===== src/rtl/lpcs_regs.vh =====
// Offsets, field positions, reset values and interval counts for the
// low-power calibration scheduler.
// Assumes inclusion by bare name from the scheduler design files.
`ifndef LPCS_REGS_VH
`define LPCS_REGS_VH

// ----------------------------------------------------------------------
// Register indices (byte address is four times the index)
// ----------------------------------------------------------------------
`define LPCS_IDX_PIN_CFG 10'h06b
`define LPCS_IDX_SOFT_TRIG 10'h06c
`define LPCS_IDX_LP_CTRL 10'h06e
`define LPCS_IDX_GAIN 10'h07a
`define LPCS_IDX_BG_CTRL 10'h100
`define LPCS_IDX_STATUS 10'h101

// ----------------------------------------------------------------------
// Reset values
// ----------------------------------------------------------------------
`define LPCS_RST_SOFT_TRIG 8'h01
`define LPCS_RST_LP_CTRL 8'h88
`define LPCS_RST_GAIN 8'h00
`define LPCS_RST_PIN_CFG 1'h0
`define LPCS_RST_BG_CTRL 1'h0

// ----------------------------------------------------------------------
// Field positions
// ----------------------------------------------------------------------
`define LPCS_SOFT_TRIG_BIT 0
`define LPCS_SRC_SEL_BIT 0
`define LPCS_BG_EN_BIT 0
`define LPCS_LOW_POWER_CAL_ENABLE_BIT 0
`define LPCS_TRIGGERED_SLEEP_MODE_BIT 1
`define LPCS_WAKE_LSB 3
`define LPCS_WAKE_MSB 4
`define LPCS_SLEEP_LSB 5
`define LPCS_SLEEP_MSB 7

// ----------------------------------------------------------------------
// Interval lengths in sample-clock periods
// ----------------------------------------------------------------------
`define LPCS_CNT_W 41
`define LPCS_SLEEP_CNT0 41'd1152
`define LPCS_SLEEP_CNT1 41'd4194432
`define LPCS_SLEEP_CNT2 41'd33554560
`define LPCS_SLEEP_CNT3 41'd268435584
`define LPCS_SLEEP_CNT4 41'd2147483776
`define LPCS_SLEEP_CNT5 41'd17179869312
`define LPCS_SLEEP_CNT6 41'd137438953600
`define LPCS_SLEEP_CNT7 41'd1099511627904
`define LPCS_SETTLE_CNT0 41'd1152
`define LPCS_SETTLE_CNT1 41'd33554560
`define LPCS_SETTLE_CNT2 41'd268435584
`define LPCS_SETTLE_CNT3 41'd2147483776

`endif


===== src/rtl/lpcs_sample_tick.v =====
// Sample-clock enable divider for the low-power calibration scheduler.
// Assumes mclk is the only clock; the sample rate is mclk divided by DIV.
`timescale 1ns/10ps

module lpcs_sample_tick
#(
   parameter DIV = 1
)
(
   // Clock and reset
   input wire mclk,
   input wire rst_n,
   // Sample-period enable
   output reg sampleTick
);

   reg [15:0] divCount;

   always @(posedge mclk)
   begin
      if (!rst_n)
      begin
         divCount <= 16'h0000;
         sampleTick <= 1'b0;
      end
      else if (divCount >= DIV[15:0] - 16'h0001)
      begin
         divCount <= 16'h0000;
         sampleTick <= 1'b1;
      end
      else
      begin
         divCount <= divCount + 16'h0001;
         sampleTick <= 1'b0;
      end
   end

endmodule // lpcs_sample_tick


===== src/rtl/lpcs_interval_timer.v =====
// Down counter of sample-clock periods for sleep and settling intervals.
// Assumes a one-cycle start pulse with the length valid in that cycle.
`timescale 1ns/10ps
`include "lpcs_regs.vh"

module lpcs_interval_timer
#(
   parameter CW = `LPCS_CNT_W
)
(
   // Clock and reset
   input wire mclk,
   input wire rst_n,
   // Control
   input wire sampleTick,
   input wire start,
   input wire stop,
   input wire [CW-1:0] length,
   // Result
   output reg busy,
   output reg done
);

   reg [CW-1:0] remaining;

   always @(posedge mclk)
   begin
      if (!rst_n)
      begin
         remaining <= {CW{1'b0}};
         busy <= 1'b0;
         done <= 1'b0;
      end
      else if (stop)
      begin
         busy <= 1'b0;
         done <= 1'b0;
      end
      else if (start)
      begin
         // A fresh phase always restarts the count from the full length
         remaining <= length;
         busy <= 1'b1;
         done <= 1'b0;
      end
      else if (busy && sampleTick)
      begin
         if (remaining <= {{(CW-1){1'b0}}, 1'b1})
         begin
            busy <= 1'b0;
            done <= 1'b1;
         end
         else
         begin
            remaining <= remaining - {{(CW-1){1'b0}}, 1'b1};
            done <= 1'b0;
         end
      end
      else
      begin
         done <= 1'b0;
      end
   end

endmodule // lpcs_interval_timer


===== src/rtl/lpcs_scheduler.v =====
// Low-power background calibration scheduler with APB register slave.
// Assumes an APB master on mclk; the calibration engine answers
// calibrateCore with coreCalDone.
`timescale 1ns/10ps
`include "lpcs_regs.vh"

module lpcs_scheduler
#(
   parameter SAMPLE_DIV = 1,
   parameter [`LPCS_CNT_W-1:0] SLEEP_CNT0 = `LPCS_SLEEP_CNT0,
   parameter [`LPCS_CNT_W-1:0] SLEEP_CNT1 = `LPCS_SLEEP_CNT1,
   parameter [`LPCS_CNT_W-1:0] SLEEP_CNT2 = `LPCS_SLEEP_CNT2,
   parameter [`LPCS_CNT_W-1:0] SLEEP_CNT3 = `LPCS_SLEEP_CNT3,
   parameter [`LPCS_CNT_W-1:0] SLEEP_CNT4 = `LPCS_SLEEP_CNT4,
   parameter [`LPCS_CNT_W-1:0] SLEEP_CNT5 = `LPCS_SLEEP_CNT5,
   parameter [`LPCS_CNT_W-1:0] SLEEP_CNT6 = `LPCS_SLEEP_CNT6,
   parameter [`LPCS_CNT_W-1:0] SLEEP_CNT7 = `LPCS_SLEEP_CNT7,
   parameter [`LPCS_CNT_W-1:0] SETTLE_CNT0 = `LPCS_SETTLE_CNT0,
   parameter [`LPCS_CNT_W-1:0] SETTLE_CNT1 = `LPCS_SETTLE_CNT1,
   parameter [`LPCS_CNT_W-1:0] SETTLE_CNT2 = `LPCS_SETTLE_CNT2,
   parameter [`LPCS_CNT_W-1:0] SETTLE_CNT3 = `LPCS_SETTLE_CNT3
)
(
   // Clock and reset
   input wire mclk,
   input wire rst_n,
   // APB slave
   input wire psel,
   input wire penable,
   input wire pwrite,
   input wire [11:0] paddr,
   input wire [31:0] pwdata,
   output reg [31:0] prdata,
   output reg pready,
   output reg pslverr,
   // Calibration trigger pin
   input wire calTriggerPin,
   // Calibration engine handshake
   input wire coreCalDone,
   output reg calibrateCore,
   // Converter core control
   output reg coreSleep,
   output reg calTriggerLevel,
   output reg [7:0] gainTrim
);

   localparam CW = `LPCS_CNT_W;

   // ------------------------------------------------------------------
   // Scheduler states
   // ------------------------------------------------------------------
   localparam [1:0] ST_IDLE = 2'b00;
   localparam [1:0] ST_SLEEP = 2'b01;
   localparam [1:0] ST_SETTLE = 2'b10;
   localparam [1:0] ST_CAL = 2'b11;

   // ------------------------------------------------------------------
   // Declarations
   // ------------------------------------------------------------------
   reg [7:0] softTrigger;
   reg [7:0] lpCalControl;
   reg triggerSourceSelect;
   reg backgroundCalEnable;
   reg [1:0] state;
   reg [1:0] next_state;
   reg next_coreSleep;
   reg next_calibrateCore;
   reg timerStart;
   reg timerStop;
   reg [CW-1:0] timerLength;
   reg [31:0] readValue;
   reg readHit;
   wire sampleTick;
   wire timerBusy;
   wire timerDone;
   wire lowPowerActive;
   wire triggeredSleepMode;
   wire selectedTrigger;
   wire [2:0] sleepIntervalCode;
   wire [1:0] settlingIntervalCode;
   wire setupPhase;
   wire accessDone;
   wire [9:0] regIndex;

   // ------------------------------------------------------------------
   // Code decoding
   // ------------------------------------------------------------------
   function [CW-1:0] sleepLength;
      input [2:0] code;
      begin
         case (code)
            3'h0: sleepLength = SLEEP_CNT0;
            3'h1: sleepLength = SLEEP_CNT1;
            3'h2: sleepLength = SLEEP_CNT2;
            3'h3: sleepLength = SLEEP_CNT3;
            3'h4: sleepLength = SLEEP_CNT4;
            3'h5: sleepLength = SLEEP_CNT5;
            3'h6: sleepLength = SLEEP_CNT6;
            default: sleepLength = SLEEP_CNT7;
         endcase
      end
   endfunction

   function [CW-1:0] settleLength;
      input [1:0] code;
      begin
         case (code)
            2'h0: settleLength = SETTLE_CNT0;
            2'h1: settleLength = SETTLE_CNT1;
            2'h2: settleLength = SETTLE_CNT2;
            default: settleLength = SETTLE_CNT3;
         endcase
      end
   endfunction

   // ------------------------------------------------------------------
   // Field extraction and trigger source
   // ------------------------------------------------------------------
   assign sleepIntervalCode = lpCalControl[`LPCS_SLEEP_MSB:`LPCS_SLEEP_LSB];
   assign settlingIntervalCode = lpCalControl[`LPCS_WAKE_MSB:`LPCS_WAKE_LSB];
   assign triggeredSleepMode = lpCalControl[`LPCS_TRIGGERED_SLEEP_MODE_BIT];
   // Low-power enable counts only under background calibration
   assign lowPowerActive = lpCalControl[`LPCS_LOW_POWER_CAL_ENABLE_BIT] & backgroundCalEnable;
   assign selectedTrigger = triggerSourceSelect ? calTriggerPin
      : softTrigger[`LPCS_SOFT_TRIG_BIT];

   // ------------------------------------------------------------------
   // Sample-period enable and interval timer
   // ------------------------------------------------------------------
   lpcs_sample_tick #(
      .DIV(SAMPLE_DIV)
   ) uTick (
      .mclk(mclk),
      .rst_n(rst_n),
      .sampleTick(sampleTick)
   );

   lpcs_interval_timer #(
      .CW(CW)
   ) uTimer (
      .mclk(mclk),
      .rst_n(rst_n),
      .sampleTick(sampleTick),
      .start(timerStart),
      .stop(timerStop),
      .length(timerLength),
      .busy(timerBusy),
      .done(timerDone)
   );

   // ------------------------------------------------------------------
   // Sleep, settle and calibrate sequencing
   // ------------------------------------------------------------------
   always @*
   begin
      next_state = state;
      next_coreSleep = coreSleep;
      next_calibrateCore = calibrateCore;
      timerStart = 1'b0;
      timerStop = 1'b0;
      timerLength = sleepLength(sleepIntervalCode);
      case (state)
         ST_IDLE:
         begin
            if (lowPowerActive)
            begin
               next_state = ST_SLEEP;
               next_coreSleep = 1'b1;
               timerStart = 1'b1;
            end
         end
         ST_SLEEP:
         begin
            if (!lowPowerActive)
            begin
               next_state = ST_IDLE;
               next_coreSleep = 1'b0;
               timerStop = 1'b1;
            end
            else if (triggeredSleepMode)
            begin
               // Timer held at its start so a later switch to autonomous
               // begins a full interval
               timerStart = 1'b1;
               if (!selectedTrigger)
               begin
                  next_state = ST_SETTLE;
                  next_coreSleep = 1'b0;
                  timerLength = settleLength(settlingIntervalCode);
               end
            end
            else if (timerDone)
            begin
               next_state = ST_SETTLE;
               next_coreSleep = 1'b0;
               timerStart = 1'b1;
               timerLength = settleLength(settlingIntervalCode);
            end
            else if (!timerBusy)
            begin
               timerStart = 1'b1;
            end
         end
         ST_SETTLE:
         begin
            if (!lowPowerActive)
            begin
               next_state = ST_IDLE;
               timerStop = 1'b1;
            end
            else if (timerDone)
            begin
               next_state = ST_CAL;
               next_calibrateCore = 1'b1;
            end
         end
         ST_CAL:
         begin
            if (!lowPowerActive)
            begin
               next_state = ST_IDLE;
               next_calibrateCore = 1'b0;
            end
            else if (coreCalDone)
            begin
               next_state = ST_SLEEP;
               next_calibrateCore = 1'b0;
               next_coreSleep = 1'b1;
               timerStart = 1'b1;
            end
         end
         default:
         begin
            next_state = ST_IDLE;
            next_coreSleep = 1'b0;
            next_calibrateCore = 1'b0;
            timerStop = 1'b1;
         end
      endcase
   end

   always @(posedge mclk)
   begin
      if (!rst_n)
      begin
         state <= ST_IDLE;
         coreSleep <= 1'b0;
         calibrateCore <= 1'b0;
         calTriggerLevel <= 1'b0;
      end
      else
      begin
         state <= next_state;
         coreSleep <= next_coreSleep;
         calibrateCore <= next_calibrateCore;
         calTriggerLevel <= selectedTrigger;
      end
   end

   // ------------------------------------------------------------------
   // APB access: one-cycle access phase, no wait states
   // ------------------------------------------------------------------
   assign regIndex = paddr[11:2];
   assign setupPhase = psel & ~penable;
   assign accessDone = psel & penable & pready;

   always @*
   begin
      readHit = 1'b1;
      readValue = 32'h00000000;
      case (regIndex)
         `LPCS_IDX_PIN_CFG: readValue[`LPCS_SRC_SEL_BIT] = triggerSourceSelect;
         `LPCS_IDX_SOFT_TRIG: readValue[7:0] = softTrigger;
         `LPCS_IDX_LP_CTRL: readValue[7:0] = lpCalControl;
         `LPCS_IDX_GAIN: readValue[7:0] = gainTrim;
         `LPCS_IDX_BG_CTRL: readValue[`LPCS_BG_EN_BIT] = backgroundCalEnable;
         `LPCS_IDX_STATUS: readValue[5:0] = {lowPowerActive, calTriggerLevel,
            calibrateCore, coreSleep, state};
         default: readHit = 1'b0;
      endcase
   end

   always @(posedge mclk)
   begin
      if (!rst_n)
      begin
         pready <= 1'b0;
         pslverr <= 1'b0;
         prdata <= 32'h00000000;
      end
      else if (setupPhase)
      begin
         pready <= 1'b1;
         pslverr <= ~readHit;
         prdata <= (pwrite || !readHit) ? 32'h00000000 : readValue;
      end
      else
      begin
         pready <= 1'b0;
         pslverr <= 1'b0;
         prdata <= 32'h00000000;
      end
   end

   // ------------------------------------------------------------------
   // Register writes
   // ------------------------------------------------------------------
   always @(posedge mclk)
   begin
      if (!rst_n)
      begin
         softTrigger <= `LPCS_RST_SOFT_TRIG;
         lpCalControl <= `LPCS_RST_LP_CTRL;
         gainTrim <= `LPCS_RST_GAIN;
         triggerSourceSelect <= `LPCS_RST_PIN_CFG;
         backgroundCalEnable <= `LPCS_RST_BG_CTRL;
      end
      else if (accessDone && pwrite)
      begin
         case (regIndex)
            `LPCS_IDX_PIN_CFG: triggerSourceSelect <= pwdata[`LPCS_SRC_SEL_BIT];
            `LPCS_IDX_SOFT_TRIG: softTrigger <= pwdata[7:0];
            `LPCS_IDX_LP_CTRL: lpCalControl <= pwdata[7:0];
            `LPCS_IDX_GAIN: gainTrim <= pwdata[7:0];
            `LPCS_IDX_BG_CTRL: backgroundCalEnable <= pwdata[`LPCS_BG_EN_BIT];
            default: gainTrim <= gainTrim;
         endcase
      end
   end

endmodule // lpcs_scheduler


===== config.mk =====
export PLATFORM = sky130hd
export DESIGN_NAME = lpcs_scheduler
export DESIGN_NICKNAME = d
export VERILOG_FILES = /design/src/rtl/lpcs_sample_tick.v /design/src/rtl/lpcs_interval_timer.v /design/src/rtl/lpcs_scheduler.v
export VERILOG_INCLUDE_DIRS = /design/src /design/src/rtl
export SDC_FILE = /design/constraint.sdc
export NUM_CORES = 1
export LEC_CHECK = 0
export ABC_AREA = 1
export BUFFER_PORTS_ARGS = -buffer_cell sky130_fd_sc_hd__buf_2
export CAP_MARGIN = 10
export CORE_MARGIN = 2
export CORE_UTILIZATION = 30
export DETAILED_ROUTE_END_ITERATION = 16
export SLEW_MARGIN = 20
export SYNTH_ARGS = -nofsm -noshare
export SYNTH_HDL_FRONTEND = slang
export SYNTH_SLANG_ARGS = --single-unit

===== constraint.sdc =====
create_clock -name mclk -period 2.25 [get_ports mclk]
set_input_delay 0 -clock mclk [delete_from_list [all_inputs] [get_ports mclk]]
set_output_delay 0 -clock mclk [all_outputs]
set_load 0.01 [all_outputs]

# ---- Word level (Yosys, flattened, before mapping)
# Index checks and enable logic that the tools add are counted.
dict set report totals {
  in_bits 51
  reg_bits 125
  output_inout_bits 45
  word_cells 141
}
dict set report op_classes {
  eq_ne 27
  add_sub_neg 2
  n_lt_le_gt_ge 2
  n_reduce_logical 28
  muxes 54
  n_bitwise 10
}
# cell count
set ops {}
lappend ops {{$mux W41} 8}
lappend ops {{$pmux W41 S7} 1}
lappend ops {{$pmux W32 S3} 1}
lappend ops {{$le A41 B1 Y1 const B} 1}
lappend ops {{$sub A41 B1 Y41 const B} 1}
lappend ops {{$eq A10 B7 Y1 const B} 4}
lappend ops {{$mux W1} 28}
lappend ops {{$eq A10 B9 Y1 const B} 2}
lappend ops {{$pmux W5 S4} 1}
lappend ops {{$mux W2} 9}
lappend ops {{$add A16 B1 Y16 const B} 1}
lappend ops {{$ge A16 B1 Y1 const B} 1}
lappend ops {{$reduce_and A2 Y1} 7}
lappend ops {{$ne A2 B2 Y1 const B} 5}
lappend ops {{$eq A3 B3 Y1 const B} 3}
lappend ops {{$pmux W2 S4} 1}
lappend ops {{$eq A2 B2 Y1 const B} 3}
lappend ops {{$eq A3 B2 Y1 const B} 2}
lappend ops {{$not A1 Y1} 6}
lappend ops {{$pmux W1 S3} 2}
lappend ops {{$pmux W1 S6} 1}
lappend ops {{$pmux W2 S3} 1}
lappend ops {{$reduce_and A6 Y1} 1}
lappend ops {{$reduce_bool A2 Y1} 3}
lappend ops {{other kinds (22)} 30}

# ---- Depth between registers and ports, before layout
# Gate-level depths: netlist of the first run.
dict set report depth {
  ltp_word 7
  ltp_mapped 15
  ltp_nobuf 14
}

# ---- Cells and area by module
# From an unflattened synthesis of the first run, not the netlist that was laid out.
dict set report hier_totals {
  cells_unflattened 1064
  area_unflattened_um2 6114.6
}
# module seq_area_each_um2 cells_each area_per_inst_um2 instances
set by_module_without_submodules {}
lappend by_module_without_submodules {lpcs_interval_timer 860.8 671 3537.1 1}
lappend by_module_without_submodules {lpcs_scheduler 820.8 392 2557.5 1}
lappend by_module_without_submodules {lpcs_sample_tick 20.0 1 20.0 1}

# ---- Worst setup path before layout of the first run
# Ideal clock, no wire load.
dict set report synth_path {
  kind {register to register}
  from {register state[1]}
  to {register uTimer.remaining[26]}
  required_time_ps 2107
  path_stages_with_launch 15
  setup_ps 143
  path_buffers 1
  setup_slack_ps 418
  arrival_time_ps 1689
  cell_sequence {dfxtp_1 > inv_1 > ha_1 > inv_1 > a21oi_2 > nand3_1 > nand2_1 > nand2_4 > nand2_1 > nand2_2 > inv_4 > nand2_8 > buf_6 > nand2_1 > a21oi_2}
}
dict set report synth_between {
  elab_chain_len 5
}
# element line
set synth_rtl {}
lappend synth_rtl {{start, declared} lpcs_scheduler.v:64} ;# reg [1:0] state;
lappend synth_rtl {{start signal, assigned} lpcs_scheduler.v:253} ;# state <= next_state;
lappend synth_rtl {{parallel branches: the longest is 5 deep, another holds $pmux W1 S3} n/a}
lappend synth_rtl {{end signal, assigned} lpcs_interval_timer.v:30} ;# remaining <= {CW{1'b0}};
lappend synth_rtl {{end signal, assigned} lpcs_interval_timer.v:42} ;# remaining <= length;
lappend synth_rtl {{end signal, assigned} lpcs_interval_timer.v:55} ;# remaining <= remaining - {{(CW-1){1'b0}}, 1'b1};
lappend synth_rtl {{end, declared} lpcs_interval_timer.v:24} ;# reg [CW-1:0] remaining;
# Several ways; the timed one is not identified.
# A chain may end at the register's enable or synchronous reset.

# ---- Worst setup path in the final report of the first run
dict set report layout_path {
  from {register uTimer.remaining[0]}
  to {register uTimer.remaining[22]}
}
dict set report layout_between {
  elab_chain_len 4
}
# element line
set layout_rtl {}
lappend layout_rtl {{$sub A41 B1 Y41} lpcs_interval_timer.v:55}
lappend layout_rtl {{$mux W41} lpcs_interval_timer.v:48} ;# if (remaining <= {{(CW-1){1'b0}}, 1'b1})
lappend layout_rtl {{$mux W41} lpcs_interval_timer.v:46} ;# else if (busy && sampleTick)
lappend layout_rtl {{$mux W41} lpcs_interval_timer.v:39} ;# else if (start)
# Parallel ways exist; a longest one is shown, timed or not. The select of a mux whose other input is x is not followed.

==> flow_summary.json, run 1 <==
{
  "netlist_instances": 847,
  "power.leakage_nw": 3.06,
  "cts-htree-levels": 3,
  "cp_cell_sequence": "inv_2, ha_1, inv_1, nor2_1, buf_4, nand3_1, nand2_1, inv_1, o21ai_0, nand2_1, nand2_1, a21oi_2",
  "power.density_cell_area_nw_per_um2": 568,
  "hold_path.class": "input pin to flop",
  "routed-via-count": 5243,
  "clkLatencyLatePin_ps": 350,
  "clockBufferDepth": 2,
  "hpwl_um": 10700,
  "cpPeakStageDelay_ps": 360,
  "cp_data_required_time_ps": 2470,
  "vias_per_cell": 4.58,
  "critPathKind": "flop to flop",
  "timing.clock.skew_ps": 8.91,
  "synth_common_cells": "nand2_1, nor2_1, dfxtp_1",
  "cp-end-kind": "flop",
  "post_drt_wl_per_cell_um": 12.4,
  "drt-initial-drc-count": 264,
  "synth-edff-count": 0,
  "syn_area_um2": 5470,
  "status": "complete, no violations",
  "synth_top_area_share_pct": 31.1,
  "tritoncts": "built",
  "buffer_ports.inserted": 45,
  "period_share_pct": 90.2,
  "drt_first_pass_iters": 4,
  "antenna_cells_inserted": 0,
  "netSwitchingFraction_pct": 27.9,
  "first_global_vias": 4774,
  "cts.root.buffer_cell": "clkbuf_16",
  "die-area_um2": 19300,
  "io_pins": 96,
  "hold_ws_ps": 12.3,
  "finalSetupViolCount": 0,
  "global_route.overflow_total": 0,
  "p_clk_share_pct": 44.6,
  "cts_made_buffers": 9,
  "postSynthAreaPerCell_um2": 6.45,
  "report.final.slew_viol_count": 0,
  "net_switching_power_figure_w": 0.00101,
  "yosys.cell_count.top_type": "nand2_1",
  "path_clk_slew_ps": 70,
  "top_cell_type_by_total_area_after_synthesis": "dfxtp_1",
  "asyncSetResetFlopFracSynth_pct": 0,
  "synth_sequential_area_ratio_pct": 31.1,
  "ys_ff_latch": 85,
  "drt_drc_violations_left": 0,
  "floorplan_row_count": 49,
  "ys.warnings.count": 0,
  "critPathMostFrequentCell": "nand2_1",
  "core_area_um2": 17900,
  "ys_types": 44,
  "timing.critical_path.fanout_max": 6,
  "power.combinational.fraction_pct": 12.0,
  "fin_tns_setup_ps": 0,
  "worst_setup_path_start_kind": "flop",
  "antenna_found_initial": 0,
  "grt_setup_unrepaired": "false",
  "cell_internal_pwr_w": 0.00261,
  "dieHeight_um": 139,
  "grt_first_pass_wirelength_um": 23400,
  "layout.nets": 969,
  "cap_viol_max_count": 0,
  "ys.flop_type": "dfxtp_1",
  "post-cts-setup-buffer-count": 0,
  "grt_max_degree": 39,
  "largest_voltage_drop_on_the_vdd_net_mv": 0.365,
  "hold_viol_final": 0,
  "gpl_wtd_cong": 0.876,
  "synth_top_cells_by_area": "dfxtp_1, nand2_1, nor2_1, inv_1, nand3_1",
  "timing.critical_path.slowest_stage_cell": "dfxtp_1",
  "crit_arrival_ps": 2250,
  "cts_num_sinks": 85,
  "proportion_of_power_drawn_by_flip_flops_and_latches_pct": 43.4,
  "die_width_um": 139,
  "layout-drive-gt1-share_pct": 15.7,
  "synthToLayoutAreaGrowth_pct": 16.5,
  "final_period_minus_worst_setup_slack_ps": 2030,
  "effective_utilization_at_floorplan_pct": 30.5,
  "fmaxAchievable_ghz": 0.493,
  "drt-total-wl_um": 14200,
  "drt.antenna.violating_nets": 0,
  "grt.total_usage_pct": 14.6
}
-- what timing repair did --
item                                   4_1_cts  5_1_grt
resized for setup                            0        0
hold buffers                                11        0
setup endpoints to repair                    0        0
endpoints found under the hold margin       30        0
-- power by group through the flow --
stage / logic (W) / clock network [W] / registers, W
finish: 0.000435 / 0.00161 / 0.00157
floorplan: 0.000312 / 0 / 0.00161
global route: 0.000496 / 0.00171 / 0.00157
detailed placement: 0.000422 / 0 / 0.00160
global placement: 0.000422 / 0 / 0.00160
CTS: 0.000439 / 0.00165 / 0.00157
-- worst max-delay path, delay by kind of cell (launching register included) --
kind                       cells  cell delay (ps)
adders and majority gates      1              320
and+or+nand+nor                5              600
buffers and inverters          4              440
AOI/OAI and AO/OA              2              180
DFF                            1              360
-- routing by layer --
metal / vias to the layer above / GRT usage [%] / share of wire, %
met5: - / 0 / 0
met4: 0 / 3.14 / 1.6
met3: 18 / 2.90 / 3.7
met2: 112 / 24.3 / 45
met1: 2331 / 19.5 / 50
li1: 2782 / - / -
-- flip-flops by register name, indices dropped and copies added (netlist names), 2 cells and up --
register and flops:
softTrigger 8, prdata 8, gainTrim 8, state 2
uTimer.remaining 41, lpCalControl 8
-- cells by family (layout without fill, tap and decap cells) --
logic type	count (synthesis)	in the layout	synth area share, %
adders and majority gates	7	7	1.60
other	1	24	0.0686
and+or+nand+nor	490	490	38.7
xor gates and xnor gates	22	22	3.52
buffers and inverters	129	175	11.5
AOI/OAI and AO/OA	113	113	13.5
DFF	85	85	31.1
-- through the flow --
step	instance area (um^2)	total power [W]	cells	setup WS [ps]	util [%]
floorplan	5550	0.00192	870	418	-
global placement	5940	0.00203	1118	246	33.2
detailed placement	5940	0.00203	1118	249	33.2
CTS	6370	0.00366	1145	218	35.6
global route	6370	0.00378	1145	28.4	35.6
finish	6370	0.00362	1145	221	35.6
-- path summary, 6_finish.rpt --
path / from / to / slack (ps) / cells after the start
min reg2reg: softTrigger[4] / softTrigger[4] / 470 / 2
max reg2reg: uTimer.remaining[0] / uTimer.remaining[22] / 220 / 12
max: uTimer.remaining[0] / uTimer.remaining[22] / 220 / 12
min: paddr[4] / triggerSourceSelect / 10 / 4
-- area by class of cell --
class                           instances  area [um^2]
Clock buffer                           10          239
Tap cell                              229          287
Fill cell                            1969        11500
Timing Repair Buffer                   77          531
Multi-Input combinational cell        656         3230
Inverter                               82          310
Sequential cell                        85         1700
Clock inverter                          6         76.3
-- layout by cell type (no fill, tap or decap), drive strengths merged, types with 2 or more instances in the layout --
cell | synthesis | routed
a211oi | 15 | 15
a21oi | 52 | 52
and2 | 2 | 2
buf | 39 | 66
clkbuf | 8 | 10
clkinv | 1 | 2
conb | 1 | 24
dfxtp | 85 | 85
dlygate4sd3 | 0 | 11
ha | 7 | 7
inv | 81 | 85
nand2 | 223 | 223
nand3 | 53 | 53
nand3b | 2 | 2
nand4 | 7 | 7
nor2 | 188 | 188
nor3 | 9 | 9
nor4 | 2 | 2
o211ai | 5 | 5
o21ai | 25 | 25
o21bai | 2 | 2
o22ai | 11 | 11
or2 | 2 | 2
xnor2 | 12 | 12
xor2 | 10 | 10
Power figures use the tool's default switching activity.
==> inputs of run 2 (changes only) <==
CORE_UTILIZATION = 46   (was 30)
PLACE_DENSITY = 0.7   (was unset)
RECOVER_POWER = 100   (was unset)
clock period = 1.7 ns   (was 2.25 ns; I/O delays follow)
==> flow_summary.json, run 2 (synthesized netlist as in run 1, its figures left out) <==
{
  "hpwl_um": 11600,
  "floorplan_row_count": 39,
  "postLayoutCoreUtil_pct": 67.0,
  "post_drt_wl_per_cell_um": 14.2,
  "finalSetupViolCount": 41,
  "worst_setup_path_start_kind": "flop",
  "post-place-ws_ps": -120,
  "timing.critical_path.slowest_stage_cell": "dfxtp_1",
  "path_clk_slew_ps": 70,
  "setup_ws_ps": -148,
  "crit_family": "simple AND/OR/NAND/NOR gates",
  "hold_path.startpoint": "paddr[4]",
  "timing.hold.worst_endpoint": "triggerSourceSelect",
  "worst_reg2reg_path_depth": 12,
  "global_route.overflow_total": 0,
  "gpl_wtd_cong": 0.917,
  "drt.antenna.violating_nets": 0,
  "timing.clock.skew_ps": 6.90,
  "cts_made_buffers": 9,
  "antenna_cells_inserted": 0,
  "final_cell_area_um2": 7710,
  "report.final.slew_viol_count": 0,
  "layout-drive-gt1-share_pct": 32.0,
  "cts-htree-levels": 3,
  "cap_viol_max_count": 0,
  "fin_tns_setup_ps": -4120,
  "clockBufferDepth": 2,
  "grt.total_usage_pct": 25.4,
  "drt-total-wl_um": 17000,
  "worstHoldPathCells": 4,
  "status": "finished with violations",
  "violations": "design-rule violations, negative setup slack",
  "antenna_found_initial": 0,
  "grt_setup_unrepaired": "true",
  "critical_path.reg2reg.startpoint": "uTimer.remaining[23]",
  "power.density_cell_area_nw_per_um2": 622,
  "max_flop_register": "uTimer.remaining",
  "effective_utilization_at_floorplan_pct": 47.5,
  "dieHeight_um": 113,
  "synthToLayoutAreaGrowth_pct": 41.1,
  "grt_first_pass_wirelength_um": 26400,
  "reg2reg_slack_ps": -150,
  "vias_per_cell": 5.13,
  "worstPathBufferInverterCount": 1,
  "largest_voltage_drop_on_the_vdd_net_mv": 0.562,
  "crit_arrival_ps": 2120,
  "hold_viol_final": 0,
  "drt_drc_violations_left": 1,
  "routed-via-count": 6120,
  "clkLatencyLatePin_ps": 340,
  "layout_common_cells": "nand2_1, nor2_1, buf_4",
  "layout.nets": 1104,
  "buffer_ports.inserted": 45,
  "hold_path.class": "input pin to flop",
  "timing.critical_path.fanout_max": 6,
  "die-area_um2": 12800,
  "cp_cell_sequence": "nor2_2, nand2_1, nor2_2, nand2_2, nor2_4, nand2_1, nand2_4, nand2_8, nand2_8, clkbuf_16, nand2_1, a21oi_2",
  "core_area_um2": 11500,
  "drt-initial-drc-count": 432,
  "dpl_cell_area_um2": 6830,
  "io_pins": 96,
  "cpPeakStageDelay_ps": 360,
  "cp-end-kind": "flop",
  "fmaxAchievable_ghz": 0.541,
  "critPathKind": "flop to flop",
  "r2r-end": "uTimer.remaining[0]",
  "grt_max_degree": 54,
  "cp_data_required_time_ps": 1970,
  "hold_ws_ps": 17.8,
  "die_width_um": 113,
  "worstMarginPinSlew_ps": 830,
  "worst_slew_margin_rel_pct": 44.7,
  "largest_reg_flops": 41,
  "critPathMostFrequentCell": "nand2_1",
  "drt_first_pass_iters": 12,
  "cts_num_sinks": 85,
  "period_share_pct": 109,
  "tritoncts": "built",
  "cts.root.buffer_cell": "clkbuf_16",
  "power.leakage_nw": 3.73,
  "final_period_minus_worst_setup_slack_ps": 1850,
  "layout.cells.most_common": "nand2_1",
  "first_global_vias": 5634
}
-- run 2: final cells by class --
cell class                 instances  area (um^2)
multi-input combinational        657         3550
tap                              143          179
fill                             991         3800
timing repair buffer             211         1680
clock buffer                       9          225
inverter                          82          318
sequential                        85         1720
clock inverter                     6         46.3
-- run 2: how the worst max path moves through the flow --
stage | start | end | cells after the start
after detailed placement | state[0] | uTimer.remaining[15] | 11
after global placement | uTimer.remaining[0] | uTimer.remaining[32] | 11
after global routing | uTimer.remaining[23] | uTimer.remaining[0] | 12
final | uTimer.remaining[23] | uTimer.remaining[0] | 12
after CTS | state[1] | uTimer.remaining[25] | 14
after floorplan | state[1] | uTimer.remaining[19] | 13
-- run 2: power breakdown --
part / internal [W] / switching, W / leakage (nW)
clock network: 0.000993 / 0.000863 / 0.128
logic: 0.000353 / 0.000478 / 2.91
registers: 0.00206 / 0.0000567 / 0.691
-- run 2: layer usage --
metal | vias to the layer above | routed length, um | GRT usage [%]
met5 | - | 0 | 0
met3 | 58 | 933 | 4.28
met2 | 213 | 8470 | 44.8
met4 | 0 | 608 | 9.92
li1 | 3066 | - | -
met1 | 2783 | 6980 | 30.7
-- run 2: what timing repair did --
| item | CTS | global route |
|---|---|---|
| endpoints found under the setup margin | 41 | 51 |
| hold buffers | 11 | 0 |
| gates cloned | 1 | 5 |
| resized for setup | 52 | 63 |
| setup buffers | 5 | 3 |
| endpoints found under the hold margin | 27 | 0 |
| pin swaps | 15 | 25 |
-- run 2: worst min-delay path, cell delays in order --
cell	delay [ps]
buf_2	100
nor4_2	60
nand3_1	80
a211oi_1	70
-- run 2: through the flow --
step           total power [W]  std cells
2_1_floorplan          0.00259        870
3_3_place_gp           0.00288       1153
3_5_place_dp           0.00289       1153
4_1_cts                0.00481       1185
5_1_grt                0.00499       1193
6_report               0.00480       1193
==> inputs of run 3 (changes only) <==
CORE_ASPECT_RATIO = 0.8   (was unset)
==> flow_summary.json, run 3 (synthesized netlist as in run 1, its figures left out) <==
{
  "cp-end-kind": "flop",
  "cts_made_buffers": 9,
  "hold_viol_final": 0,
  "total_power_w": 0.00507,
  "worst_slew_margin_rel_pct": 37.2,
  "status": "finished with violations",
  "crit_start": "uTimer.remaining[13]",
  "core_area_um2": 11600,
  "layout_common_cells": "nand2_1, nor2_1, buf_4",
  "drt-total-wl_um": 18300,
  "global_route.overflow_total": 0,
  "hold_path.startpoint": "paddr[4]",
  "reg2reg_slack_ps": -200,
  "filler_cell_count": 932,
  "layout.nets": 1104,
  "synthToLayoutAreaGrowth_pct": 46.1,
  "largest_reg_flops": 41,
  "first_global_vias": 5439,
  "fin_tns_setup_ps": -5590,
  "finalSetupViolCount": 42,
  "power.density_cell_area_nw_per_um2": 635,
  "cpPeakStageDelay_ps": 360,
  "grt_max_degree": 31,
  "timing.clock.skew_ps": 12.3,
  "violations": "negative setup slack",
  "io_pins": 96,
  "hpwl_um": 12100,
  "drt_drc_violations_left": 0,
  "die_width_um": 126,
  "cts_num_sinks": 85,
  "timing.critical_path.slowest_stage_cell": "dfxtp_2",
  "cp_data_required_time_ps": 1980,
  "clkLatencyLatePin_ps": 350,
  "post_drt_wl_per_cell_um": 15.3,
  "gpl_wtd_cong": 0.922,
  "antenna_found_initial": 0,
  "report.final.slew_viol_count": 0,
  "drt_first_pass_iters": 6,
  "hold_path.class": "input pin to flop",
  "critical_path.reg2reg.startpoint": "uTimer.remaining[13]",
  "effective_utilization_at_floorplan_pct": 47.3,
  "worstPathBufferInverterCount": 2,
  "multi_input_area_um2": 3750,
  "grt_first_pass_wirelength_um": 26700,
  "routed-via-count": 6284,
  "cap_viol_max_count": 0,
  "drt-initial-drc-count": 614,
  "critPathMostFrequentCell": "nand2_2",
  "critPathKind": "flop to flop",
  "cp_cell_sequence": "nor2_2, nand2_2, nor2_4, inv_2, nor2_2, nand2_2, nand2_4, nand2_8, nand2_8, clkbuf_16, nand2_2, a21oi_1",
  "max_flop_register": "uTimer.remaining",
  "timing.critical_path.fanout_max": 8,
  "drt.antenna.violating_nets": 0,
  "antenna_cells_inserted": 0,
  "die-area_um2": 12800,
  "count_of_non_filler_cells_in_the_finished_layout": 1199,
  "register_area_um2": 1740,
  "buffer_ports.inserted": 45,
  "power.leakage_nw": 3.79,
  "vias_per_cell": 5.24,
  "setup_ws_ps": -200,
  "worstMarginPinSlew_ps": 941,
  "dieHeight_um": 102,
  "layout-drive-gt1-share_pct": 37.9,
  "worst_setup_path_start_kind": "flop",
  "cts-htree-levels": 3,
  "dp_cells": 1149,
  "period_share_pct": 112,
  "largest_voltage_drop_on_the_vdd_net_mv": 0.484,
  "fmaxAchievable_ghz": 0.526,
  "grt_setup_unrepaired": "true",
  "tritoncts": "built",
  "crit_family": "simple AND/OR/NAND/NOR gates",
  "path_clk_slew_ps": 70,
  "final_period_minus_worst_setup_slack_ps": 1900,
  "floorplan_row_count": 35,
  "crit_arrival_ps": 2180,
  "grt.total_usage_pct": 26.2,
  "layout.cells.most_common": "nand2_1",
  "clockBufferDepth": 2,
  "cts.root.buffer_cell": "clkbuf_16"
}
-- run 3: report_power, final --
part / switching [W] / leakage (nW) / internal, W / total (W)
registers: 0.0000539 / 0.697 / 0.00205 / 0.00210
logic: 0.000518 / 2.94 / 0.000365 / 0.000883
clock network: 0.000913 / 0.150 / 0.00117 / 0.00208
total: 0.00149 / 3.79 / 0.00358 / 0.00507
-- run 3: layer usage --
layer | track usage, % | wire (um) | vias up | share of wire [%]
met3 | 4.65 | 1570 | 42 | 8.6
met2 | 40.6 | 8220 | 294 | 45
met5 | 0 | 0 | - | 0
met1 | 37.7 | 8100 | 2898 | 44
li1 | - | - | 3050 | -
met4 | 7.10 | 398 | 0 | 2.2
-- run 3: cell type report --
class / count / area share (%)
Multi-Input combinational cell: 656 / 47.0
Sequential cell: 85 / 21.8
Timing Repair Buffer: 212 / 21.1
Inverter: 82 / 4.01
Clock buffer: 10 / 2.87
Tap cell: 148 / 2.32
Clock inverter: 6 / 0.956
-- run 3: through the flow --
stage               hold slack, ps  area (um^2)  setup WS (ps)  utilization, %
floorplan                     27.7         5580          -14.8               -
global placement               201         6750           -115            58.4
detailed placement             209         6750           -129            58.4
CTS                           3.80         7490          -76.2            64.8
global route                  49.0         7990           -268            69.1
finish                        4.38         7990           -200            69.1
-- run 3: what timing repair did --
action                     4_1_cts  5_1_grt
cloned                           3        2
gates resized for setup         68      141
hold endpoints to repair        26        0
hold buffers                    10        0
pin swaps                       17       65
setup endpoints to repair       43       50
setup buffers                    9       12
-- run 3: worst paths after layout --
check / to / depth (start not counted)
max reg2reg: uTimer.remaining[35] / 12
max: uTimer.remaining[35] / 12
min reg2reg: softTrigger[6] / 2
min: triggerSourceSelect / 4
-- run 3: worst reg2reg max path: cells and delay by family, from the launching register on --
kind                   cells  cell delay [ps]
AND/OR/NAND/NOR            9             1050
flip-flops                 1              360
buffers and inverters      2              260
AO/OA/AOI/OAI              1              140
